$ cat config.mk
export PLATFORM = sky130hd
export DESIGN_NAME = ipm_top
export DESIGN_NICKNAME = d
export VERILOG_FILES = /design/src/hw/ipm_pkg.sv /design/src/hw/ipm_prio_resolve.sv /design/src/hw/ipm_top.sv
export VERILOG_INCLUDE_DIRS = /design/src /design/src/hw
export SDC_FILE = /design/constraint.sdc
export NUM_CORES = 1
export LEC_CHECK = 0
export ABC_AREA = 1
export ABC_CLOCK_PERIOD_IN_PS = 39200
export BUFFER_PORTS_ARGS = -buffer_cell sky130_fd_sc_hd__buf_2
export CAP_MARGIN = 40
export CELL_PAD_IN_SITES_DETAIL_PLACEMENT = 1
export CELL_PAD_IN_SITES_GLOBAL_PLACEMENT = 1
export CORE_MARGIN = 2
export CORE_UTILIZATION = 32
export CTS_CLUSTER_SIZE = 30
export DETAILED_ROUTE_END_ITERATION = 12
export PLACE_DENSITY_LB_ADDON = 0.1
export SYNTH_ARGS = -nofsm -noshare
export SYNTH_HDL_FRONTEND = slang
export SYNTH_HIERARCHICAL = 1
export SYNTH_SLANG_ARGS = --single-unit
$ cat constraint.sdc
create_clock -name clock -period 39.2 [get_ports clock]
set_clock_uncertainty 0.15 [all_clocks]
set_input_delay 11.76 -clock clock [delete_from_list [all_inputs] [get_ports clock]]
set_output_delay 11.76 -clock clock [all_outputs]
set_load 0.005 [all_outputs]
$ cat src/hw/ipm_consts.svh
// Constants for the interrupt priority and mask block
`ifndef IPM_CONSTS_SVH
`define IPM_CONSTS_SVH

`define IPM_NUM_SRC      34
`define IPM_NUM_CPU      9
`define IPM_NMI_IDX      9
`define IPM_NUM_NONMASK  10
`define IPM_NUM_PERIPH   21
`define IPM_NUM_EXT      4
`define IPM_LVL_W        3
`define IPM_IDX_W        6
`define IPM_VEC_W        8
`define IPM_LVL_NMI      3'h7
`define IPM_LVL_MAXMASK  3'h6
`define IPM_LVL_OFF      3'h0
`define IPM_MASK_RST     3'h7
`define IPM_VEC_SHIFT    2
`define IPM_XSIZE_W      2

`endif

$ cat src/hw/ipm_pkg.sv
// Types shared by the interrupt priority and mask block
package ipm_pkg;
   typedef logic [2:0] ipm_lvl_t;
   typedef logic [5:0] ipm_idx_t;
   typedef logic [7:0] ipm_vec_t;
   typedef enum logic [1:0] {
      IPM_XFER_1 = 2'h0,
      IPM_XFER_2 = 2'h1,
      IPM_XFER_4 = 2'h2,
      IPM_XFER_4B = 2'h3
   } ipm_xsize_e;
endpackage : ipm_pkg

$ cat src/hw/ipm_prio_resolve.sv
// Combinational priority resolver over all pending sources
`include "ipm_consts.svh"
module ipm_prio_resolve
   import ipm_pkg::*;
(
   // Request state
   input  wire logic [`IPM_NUM_SRC-1:0]   pending,
   input  wire logic [`IPM_NUM_SRC*3-1:0] levelFlat,
   // Winner
   output logic                           bestValid,
   output ipm_lvl_t                       bestLevel,
   output ipm_idx_t                       bestIdx
);
   ipm_lvl_t effLevel [`IPM_NUM_SRC];

   genvar g;
   generate
      for (g = 0; g < `IPM_NUM_SRC; g++) begin : gLevel
         // Sources below the boundary are the CPU traps and the non-maskable pin
         if (g < `IPM_NUM_NONMASK) begin : gFixed
            assign effLevel[g] = `IPM_LVL_NMI;
         end else begin : gProg
            // Level 7 is reserved for non-maskable sources
            assign effLevel[g] = (levelFlat[g*3 +: 3] > `IPM_LVL_MAXMASK) ?
                                 `IPM_LVL_MAXMASK : levelFlat[g*3 +: 3];
         end
      end
   endgenerate

   always_comb begin
      bestValid = 1'b0;
      bestLevel = `IPM_LVL_OFF;
      bestIdx   = '0;
      for (int i = 0; i < `IPM_NUM_SRC; i++) begin
         // Strictly greater keeps the smaller vector on equal levels
         if (pending[i] && effLevel[i] != `IPM_LVL_OFF &&
             (!bestValid || effLevel[i] > bestLevel)) begin
            bestValid = 1'b1;
            bestLevel = effLevel[i];
            bestIdx   = 6'(i);
         end
      end
   end
endmodule : ipm_prio_resolve

$ cat src/hw/ipm_top.sv
// Interrupt controller with priority resolution and CPU mask handling
`include "ipm_consts.svh"
module ipm_top
   import ipm_pkg::*;
(
   // Clock and reset
   input  wire logic                      clock,
   input  wire logic                      sys_rst,
   // Source events and software clears
   input  wire logic [`IPM_NUM_SRC-1:0]   srcEvent,
   input  wire logic [`IPM_NUM_SRC-1:0]   srcClear,
   input  wire logic [`IPM_NUM_SRC*3-1:0] srcLevelFlat,
   // Fast-transfer setup and software trigger
   input  wire logic [`IPM_NUM_SRC-1:0]   fastEnable,
   input  wire logic [`IPM_NUM_SRC*2-1:0] fastSizeFlat,
   input  wire logic                      swFastTrig,
   input  wire ipm_idx_t                  swFastIdx,
   // CPU side instructions
   input  wire logic                      cpuReady,
   input  wire logic                      setMaskStrobe,
   input  wire ipm_lvl_t                  setMaskValue,
   input  wire logic                      maskAllStrobe,
   // Request presented to the CPU
   output logic                           reqValid,
   output ipm_lvl_t                       reqLevel,
   // Acceptance and vector read
   output logic                           acceptPulse,
   output ipm_vec_t                       acceptVector,
   output ipm_lvl_t                       acceptLevel,
   output ipm_lvl_t                       cpu_interrupt_mask_level,
   // Fast-transfer start
   output logic                           fastStart,
   output logic [2:0]                     fastBytes,
   // Pending flags
   output logic [`IPM_NUM_SRC-1:0]        pending
);
   logic                     bestValid;
   ipm_lvl_t                 bestLevel;
   ipm_idx_t                 bestIdx;
   logic                     maskWrite;
   logic                     passMask;
   logic                     acceptNow;
   logic                     fastSel;
   ipm_xsize_e               fastSize;
   logic [`IPM_NUM_SRC-1:0]  acceptHot;
   logic [`IPM_NUM_SRC-1:0]  swSetHot;
   ipm_lvl_t                 next_mask;

   ipm_prio_resolve uResolve (
      .pending   (pending),
      .levelFlat (srcLevelFlat),
      .bestValid (bestValid),
      .bestLevel (bestLevel),
      .bestIdx   (bestIdx)
   );

   // An instruction in flight owns the mask this cycle, so acceptance waits
   assign maskWrite = setMaskStrobe | maskAllStrobe;
   // Level seven always passes because the mask never exceeds seven
   assign passMask  = bestLevel >= cpu_interrupt_mask_level;
   assign acceptNow = bestValid & passMask & cpuReady & ~maskWrite;
   assign fastSel   = fastEnable[bestIdx];
   assign fastSize  = ipm_xsize_e'(fastSizeFlat[bestIdx*2 +: 2]);

   always_comb begin
      acceptHot = '0;
      swSetHot  = '0;
      if (acceptNow) begin
         acceptHot[bestIdx] = 1'b1;
      end
      if (swFastTrig && swFastIdx < 6'(`IPM_NUM_SRC)) begin
         swSetHot[swFastIdx] = 1'b1;
      end
   end

   // Pending flags: a new event wins over a clear in the same cycle
   always_ff @(posedge clock) begin
      if (sys_rst) begin
         pending <= '0;
      end else begin
         pending <= (pending & ~acceptHot & ~srcClear) | srcEvent | swSetHot;
      end
   end

   always_comb begin
      next_mask = cpu_interrupt_mask_level;
      if (setMaskStrobe) begin
         next_mask = setMaskValue;
      end else if (maskAllStrobe) begin
         next_mask = `IPM_MASK_RST;
      end else if (acceptNow && !fastSel) begin
         // Fast transfers leave the mask alone, no routine is entered
         next_mask = (bestLevel == `IPM_LVL_NMI) ? `IPM_LVL_NMI :
                     3'(bestLevel + 3'h1);
      end
   end

   always_ff @(posedge clock) begin
      if (sys_rst) begin
         cpu_interrupt_mask_level <= `IPM_MASK_RST;
      end else begin
         cpu_interrupt_mask_level <= next_mask;
      end
   end

   // Level of the current winner is presented one cycle later
   always_ff @(posedge clock) begin
      if (sys_rst) begin
         reqValid <= 1'b0;
         reqLevel <= `IPM_LVL_OFF;
      end else begin
         reqValid <= bestValid;
         reqLevel <= bestLevel;
      end
   end

   always_ff @(posedge clock) begin
      if (sys_rst) begin
         acceptPulse  <= 1'b0;
         acceptVector <= '0;
         acceptLevel  <= `IPM_LVL_OFF;
      end else begin
         acceptPulse <= acceptNow;
         if (acceptNow) begin
            acceptVector <= {2'h0, bestIdx} << `IPM_VEC_SHIFT;
            acceptLevel  <= bestLevel;
         end
      end
   end

   always_ff @(posedge clock) begin
      if (sys_rst) begin
         fastStart <= 1'b0;
         fastBytes <= 3'h0;
      end else begin
         fastStart <= acceptNow & fastSel;
         if (acceptNow && fastSel) begin
            case (fastSize)
               IPM_XFER_1: fastBytes <= 3'h1;
               IPM_XFER_2: fastBytes <= 3'h2;
               IPM_XFER_4: fastBytes <= 3'h4;
               default:    fastBytes <= 3'h4;
            endcase
         end
      end
   end
endmodule : ipm_top

# --- Word level (Yosys, flattened, before mapping) ---
# Cells that the tools add are included.
# Widths: inputs -> output; s select.
classes:
  n_bitwise: 12
  reduce_logical: 155
  eq_ne: 2
  n_div: 0
  multipliers: 0
  n_shift: 1
  magnitude_cmp: 63
  mux: 138
  n_addsub: 1
ops:
  columns: ["cell", "n"]
  rows:
  - ["$mux 6", 32]
  - ["$mux 3", 62]
  - ["$reduce_bool 3->1", 25]
  - ["$gt 3x3->1", 24]
  - ["$gt 3x3->1 const B", 24]
  - ["$and 34x34->34", 2]
  - ["$mux 34", 2]
  - ["$not 34->34", 2]
  - ["$or 34x34->34", 2]
  - ["$shiftx 68x8->2", 1]
  - ["$logic_and 1x1->1", 62]
  - ["$mux 1", 38]
  - ["$logic_not 1->1", 34]
  - ["$logic_or 1x1->1", 33]
  - ["$gt 3x3->1 const A", 9]
  - ["$lt 6x7->1 const B", 2]
  - ["$demux 1 s6", 2]
  - ["$ge 6x1->1 const B", 2]
  - ["$bmux 1 s6", 1]
  - ["$lt 6x6->1 const B", 1]
  - ["$pmux 3 s2", 1]
  - ["$and 1x1->1", 4]
  - ["$add 3x1->3 const B", 1]
  - ["$eq 3x3->1 const B", 1]
  - ["other kinds (5)", 5]
totals:
  latchBits: 0
  ramBits: 0
  reg_bits: 55
  memories: 0
  romBits: 0
  elab_cells: 381
  output_inout_bits: 57
  in_bits: 287

# --- Depth between registers and ports, before layout ---
depth:
  word_depth: 143
  ltp_mapped: 237
  ltp_nobuf: 235

# --- Cells and area by module ---
# The synthesis kept the hierarchy.
by_module_without_submodules:
  columns: ["module", "area_per_inst_um2", "instances", "cells_each"]
  rows:
  - ["ipm_prio_resolve", 4018.9, 1, 752]
  - ["ipm_top", 3938.8, 1, 672]

# --- Worst setup path before layout ---
# No wires, ideal clock.
synth_timing:
  path_kind: "input -> register"
  from: "in srcLevelFlat[32]"
  to: "reg pending[24]"
  path_stages: 226
  required_ns: 38.918
  setup_time_ns: 0.132
  setup_slack_ns: 3.118
  t_arrival_ns: 35.799
  path_cell_list: "inv_1 -> nand2_1 -> nand2_1 -> o21ai_0 -> inv_1 -> ha_1 -> a21oi_1 -> o21ai_0 -> nand2_1 -> nand2_1 -> nand2_1 -> nand2_1 -> and2_1 -> ha_1 -> nand2_1 -> o21ai_0 -> nand2_1 -> nand2_1 -> [190 not listed] -> nand2_1 -> o21ai_0 -> nand2_1 -> o21ai_2 -> inv_2 -> nor2_4 -> inv_2 -> nand3_1 -> nand2_1 -> ha_1 -> nand2_1 -> o211ai_1 -> nand2_1 -> inv_2 -> buf_2 -> nand3_1 -> nand3b_1 -> a31oi_1"
synth_via:
  elab_chain_cells: 108
  word_cells_on_any_way: 186
  classes_between: "28 x order compare; 76 x mux; 8 x bitwise; 74 x reduce/logical"
synth_rtl:
  columns: ["item", "line", "text"]
  rows:
  - ["start: declaration", "ipm_top.sv:12", "input wire logic [`IPM_NUM_SRC*3-1:0] srcLevelFlat,"]
  - ["$gt 3x3->1 (no source line)", null, null]
  - ["$mux 3 *", "ipm_prio_resolve.sv:24", "assign effLevel[g] = (levelFlat[g*3 +: 3] > `IPM_LVL_MAXMASK) ?"]
  - ["$gt 3x3->1 or $reduce_bool 3->1 (tied branches)", null, null]
  - ["$logic_or 1x1->1 or $logic_and 1x1->1 (tied branches)", null, null]
  - ["$logic_and 1x1->1", "ipm_prio_resolve.sv:36", "if (pending[i] && effLevel[i] != `IPM_LVL_OFF &&"]
  - ["$mux 3 or $mux 1 (tied branches)", "ipm_prio_resolve.sv:36", null]
  - ["$gt 3x3->1 or $logic_not 1->1 (tied branches)", "ipm_prio_resolve.sv:37", "(!bestValid || effLevel[i] > bestLevel)) begin"]
  - ["$logic_or 1x1->1", "ipm_prio_resolve.sv:37", null]
  - ["[89 not listed]", null, null]
  - ["$mux 3 *", "ipm_prio_resolve.sv:36", null]
  - ["via bestLevel[2]", "ipm_top.sv:38", "ipm_lvl_t bestLevel;"]
  - ["$ge 3x3->1 *", "ipm_top.sv:60", "assign passMask = bestLevel >= cpu_interrupt_mask_level;"]
  - ["$and 1x1->1 * (3 in a row)", "ipm_top.sv:61", "assign acceptNow = bestValid & passMask & cpuReady & ~maskWrite;"]
  - ["$mux 34 *", "ipm_top.sv:68", "if (acceptNow) begin"]
  - ["$not 34->34 *", "ipm_top.sv:81", "pending <= (pending & ~acceptHot & ~srcClear) | srcEvent | swSetHot;"]
  - ["$and 34x34->34 * (2 in a row)", "ipm_top.sv:81", null]
  - ["$or 34x34->34 * (2 in a row)", "ipm_top.sv:81", null]
  - ["end signal: assignment", "ipm_top.sv:81", null]
  - ["end: declaration", "ipm_top.sv:35", "output logic [`IPM_NUM_SRC-1:0] pending"]
# Mark *: on every way through the listed nets, which the timed path passes. The rest lies on a longest branch.
# A chain may end at the register's enable or synchronous reset.

# --- Worst setup path after layout ---
layout_timing:
  from: "in srcLevelFlat[31]"
  to: "reg cpu_interrupt_mask_level[2]"
layout_via:
  word_cells_on_any_way: 186
  classes_between: "1 x add/sub; 26 x order compare; 1 x eq/ne; 79 x mux; 3 x bitwise; 76 x reduce/logical"
layout_rtl:
  columns: ["item", "line", "text"]
  rows:
  - ["$gt 3x3->1 (no source line)", null, null]
  - ["$mux 3 *", "ipm_prio_resolve.sv:24", null]
  - ["$gt 3x3->1 or $reduce_bool 3->1 (tied branches)", null, null]
  - ["$logic_or 1x1->1 or $logic_and 1x1->1 (tied branches)", null, null]
  - ["$logic_and 1x1->1", "ipm_prio_resolve.sv:36", null]
  - ["$mux 3 or $mux 1 (tied branches)", "ipm_prio_resolve.sv:36", null]
  - ["$gt 3x3->1 or $logic_not 1->1 (tied branches)", "ipm_prio_resolve.sv:37", null]
  - ["$logic_or 1x1->1", "ipm_prio_resolve.sv:37", null]
  - ["[88 not listed]", null, null]
  - ["$logic_and 1x1->1", "ipm_prio_resolve.sv:36", null]
  - ["$mux 6 *", "ipm_prio_resolve.sv:36", null]
  - ["via bestIdx[5]", "ipm_top.sv:39", "ipm_idx_t bestIdx;"]
  - ["$bmux 1 s6 *", "ipm_top.sv:62", "assign fastSel = fastEnable[bestIdx];"]
  - ["$mux 1 (not written as such) *", "ipm_top.sv:62", null]
  - ["$logic_not 1->1 *", "ipm_top.sv:91", "end else if (acceptNow && !fastSel) begin"]
  - ["$logic_and 1x1->1 *", "ipm_top.sv:91", null]
  - ["$reduce_bool 3->1 (no source line) *", null, null]
  - ["end signal: assignment", "ipm_top.sv:100", "cpu_interrupt_mask_level <= `IPM_MASK_RST;"]
  - ["end signal: assignment", "ipm_top.sv:102", "cpu_interrupt_mask_level <= next_mask;"]
  - ["end: declaration", "ipm_top.sv:30", "output ipm_lvl_t cpu_interrupt_mask_level,"]
# Mark *: on every way through the listed nets, which the timed path passes. The rest lies on a longest branch. The select of a mux whose other input is x is not followed.

==> flow_metrics.py <==
metrics = {
    "timing": {
        "tightest_slew_ns": 0.775,
        "fin_ws_ns": 2.02,
        "holdWs_ns": 0.318,
        "report.final.setup_viol": 0,
        "max_freq_mhz": 26.9,
        "timing.final.crit_share_pct": 94.9,
        "max_slew_margin_pct": 48.0,
        "hold_viol": 0,
        "fin_crit_ns": 37.18,
        "slew_violations": 0,
    },
    "global_route": {
        "grt_max_degree": 40,
        "antenna_found_initial": 4,
        "grt_overflow": 0,
        "grt_pass1_wl_mm": 52.5,
        "grt_pass1_vias": 10322,
        "grt_usage_pct": 24.8,
    },
    "detailed_routing": {
        "drc": 0,
        "dr.pass1.iters": 5,
        "routed_wl_mm": 34.3,
        "vias_per_cell": 4.92,
        "drt-initial-drc-count": 577,
        "antenna_left": 0,
        "vias": 10388,
        "wire_per_inst_um": 16.3,
    },
    "setup_path": {
        "critPathMostFrequentCell": "nand2_1",
        "crit_type": "input port to flop",
        "cpPeakStageDelay_ns": 0.30,
        "start_kind": "input port",
        "setup.worst_path.end_class": "flop",
        "cp.required_ns": 39.21,
        "cp_max_fo": 7,
        "worstPathArrival_ns": 37.19,
        "crit_slowest_cell": "ha_1",
    },
    "floorplanning": {
        "die_x_um": 162,
        "start_util_pct": 32.6,
        "core_um2": 24400,
        "design.die.area_um2": 26100,
        "die_y_um": 162,
        "ioPinCount": 344,
        "rows": 57,
    },
    "status": {
        "status": "finished clean",
    },
    "cts": {
        "root_buffer": "clkbuf_16",
        "cts_tree": "done",
        "numCtsBuffers": 5,
        "cts_max_level": 2,
        "max-clock-path-buffers": 2,
        "cts_num_sinks": 55,
        "holdBufCountCts": 0,
        "clk-insertion-delay-late_ns": 0.30,
        "cts.clk_slew.worst_paths_ns": 0.06,
    },
    "synthesis": {
        "synth_compound_area_share_pct": 14.0,
        "syn_area_per_cell_um2": 5.59,
        "ys_ff_latch": 55,
        "synth.area.top_cells": "nand2_1 23%, dfxtp_1 14%, ha_1 11%, nand3_1 9.7%, inv_1 8.2%",
        "synth_area_um2": 7960,
        "synth_xor_area_share_pct": 0,
        "synth_fa_ha_area_share_pct": 11.5,
        "yosys_warnings": 6,
        "synth_top_family_by_area": "simple AND/OR/NAND/NOR gates",
        "yosys-mux-area-fraction_pct": 0,
        "syn_inst": 1424,
        "synthSimpleGateAreaFrac_pct": 47.0,
        "synth.top_cell.area_share_pct": 23.3,
        "ys_types": 39,
        "yosysTopAreaCell": "nand2_1",
        "yosysSeqAreaShare_pct": 13.8,
    },
    "final_layout": {
        "fill_cells": 3449,
        "areaGrowthSynthToFinish_pct": 42.5,
        "nets": 2141,
        "multiInputGateArea_um2": 6430,
        "register_area_um2": 1100,
        "drive_gt1_share_pct": 34.6,
    },
    "place": {
        "pre_cts_ws_ns": -0.782,
        "port_buffers": 311,
        "routabilityCongestion": 0.907,
        "dp.final_hpwl_mm": 28.9,
    },
    "flow_run": {
        "maxCapViolations": 0,
    },
    "hold_path": {
        "hp-class": "flop to flop",
    },
}
## cell type report
cell class,instances,share of cell area [%]
Antenna cell,4,0.0883
Clock buffer,7,1.26
Clock inverter,1,0.0772
Inverter,186,6.22
Multi-Input combinational cell,1103,56.7
Sequential cell,55,9.71
Tap cell,324,3.57
Timing Repair Buffer,430,22.3
## layout by cell type (no fill, tap or decap), types with 3 or more instances in the layout
cell type  netlist  layout
o21ai_2          2       5
nor2_4           6      11
nand3_1        154     130
o21ai_1          6      20
nor2_2          11       9
ha_1            73      50
and2_1          30      25
nand3_2          8      31
buf_4            6     105
buf_12           0       5
ha_4             0      23
nand2_2          8      35
and2_4           0       5
nand2_4          1       7
nand4_1          5       5
nand2_1        495     461
dfxtp_1         55      55
a31oi_1         26      24
nor3_1          10       8
nor3_2           2       3
inv_1          173     154
or2_2            5       5
diode_2          0       4
nor2_1          54      51
inv_2           11      30
clkbuf_16        0       5
o31ai_1         22      22
o211ai_1         3       3
a21oi_1         76      72
buf_2           13     313
o21ai_0         56      38
a21oi_2          1       5
buf_6            5       7
nand3b_1        33      33
or2_1            4       4
a211oi_1         3       3
## routing by layer
layer | global-route usage (%) | routed length [µm] | part of all wire [%]
met5 | 0 | 13 | 0.038
met1 | 33.0 | 15600 | 46
met2 | 44.3 | 16600 | 48
met3 | 2.02 | 1500 | 4.4
met4 | 4.67 | 572 | 1.7
## Yosys cell counts (all sizes together)
cell,instances
a211oi,3
a21oi,77
a31oi,26
and2,30
buf,24
clkbuf,57
clkinv,1
conb,1
dfxtp,55
ha,73
inv,185
nand2,504
nand3,162
nand3b,33
nand4,7
nor2,71
nor3,12
nor4,2
o211ai,3
o21ai,64
o311ai,1
o31ai,22
o32ai,2
or2,9
## critical path: cells and delay by family
kind / cells / cell delay, ns
simple gates: 140 / 13.21
compound gates: 27 / 2.97
buf+inv: 33 / 3.20
fa+ha+maj: 23 / 6.04
## registers in the layout (all words and copies together) (netlist names)
register                  flops
acceptVector                  6
pending                      34
cpu_interrupt_mask_level      3
acceptPulse                   1
reqLevel                      3
fastBytes                     3
acceptLevel                   3
fastStart                     1
reqValid                      1
## cells by family (layout without fill, tap and decap cells)
group                      after synthesis  count (layout)
AOI/OAI and AO/OA                      198             198
DFF                                     55              55
buffers and inverters                  267             624
other                                    1               6
adders and majority gates               73              73
and+or+nand+nor                        830             830
## what timing repair did
| item | 4_1_cts | 5_1_grt |
|---|---|---|
| pin swaps | 0 | 26 |
| buffers inserted | 1 | 18 |
| endpoints found under the hold margin | 0 | 0 |
| setup endpoints to repair | 50 | 54 |
| resized for setup | 14 | 144 |
## worst paths after layout
check                         from                     endpoint  slack [ns]  depth (start not counted)
hold reg to reg       fastBytes[1]                 fastBytes[1]        0.32                          2
setup reg to reg        pending[3]  cpu_interrupt_mask_level[2]       12.75                        226
setup / recovery  srcLevelFlat[31]  cpu_interrupt_mask_level[2]        2.02                        223
hold / removal        fastBytes[1]                 fastBytes[1]        0.32                          2
## per-stage QoR
step	cells	utilization, %	TNS, ns	cell area, µm²
floorplan	1425	-	0	7960
global placement	2076	42.4	0	10300
detailed placement	2079	42.5	-31.06	10400
CTS	2088	43.3	0	10600
global route	2107	46.5	-12.44	11300
finish	2110	46.5	0	11300
Power is not shown: default switching activity piles up to over one toggle a cycle in this logic, so the estimate is an artifact.
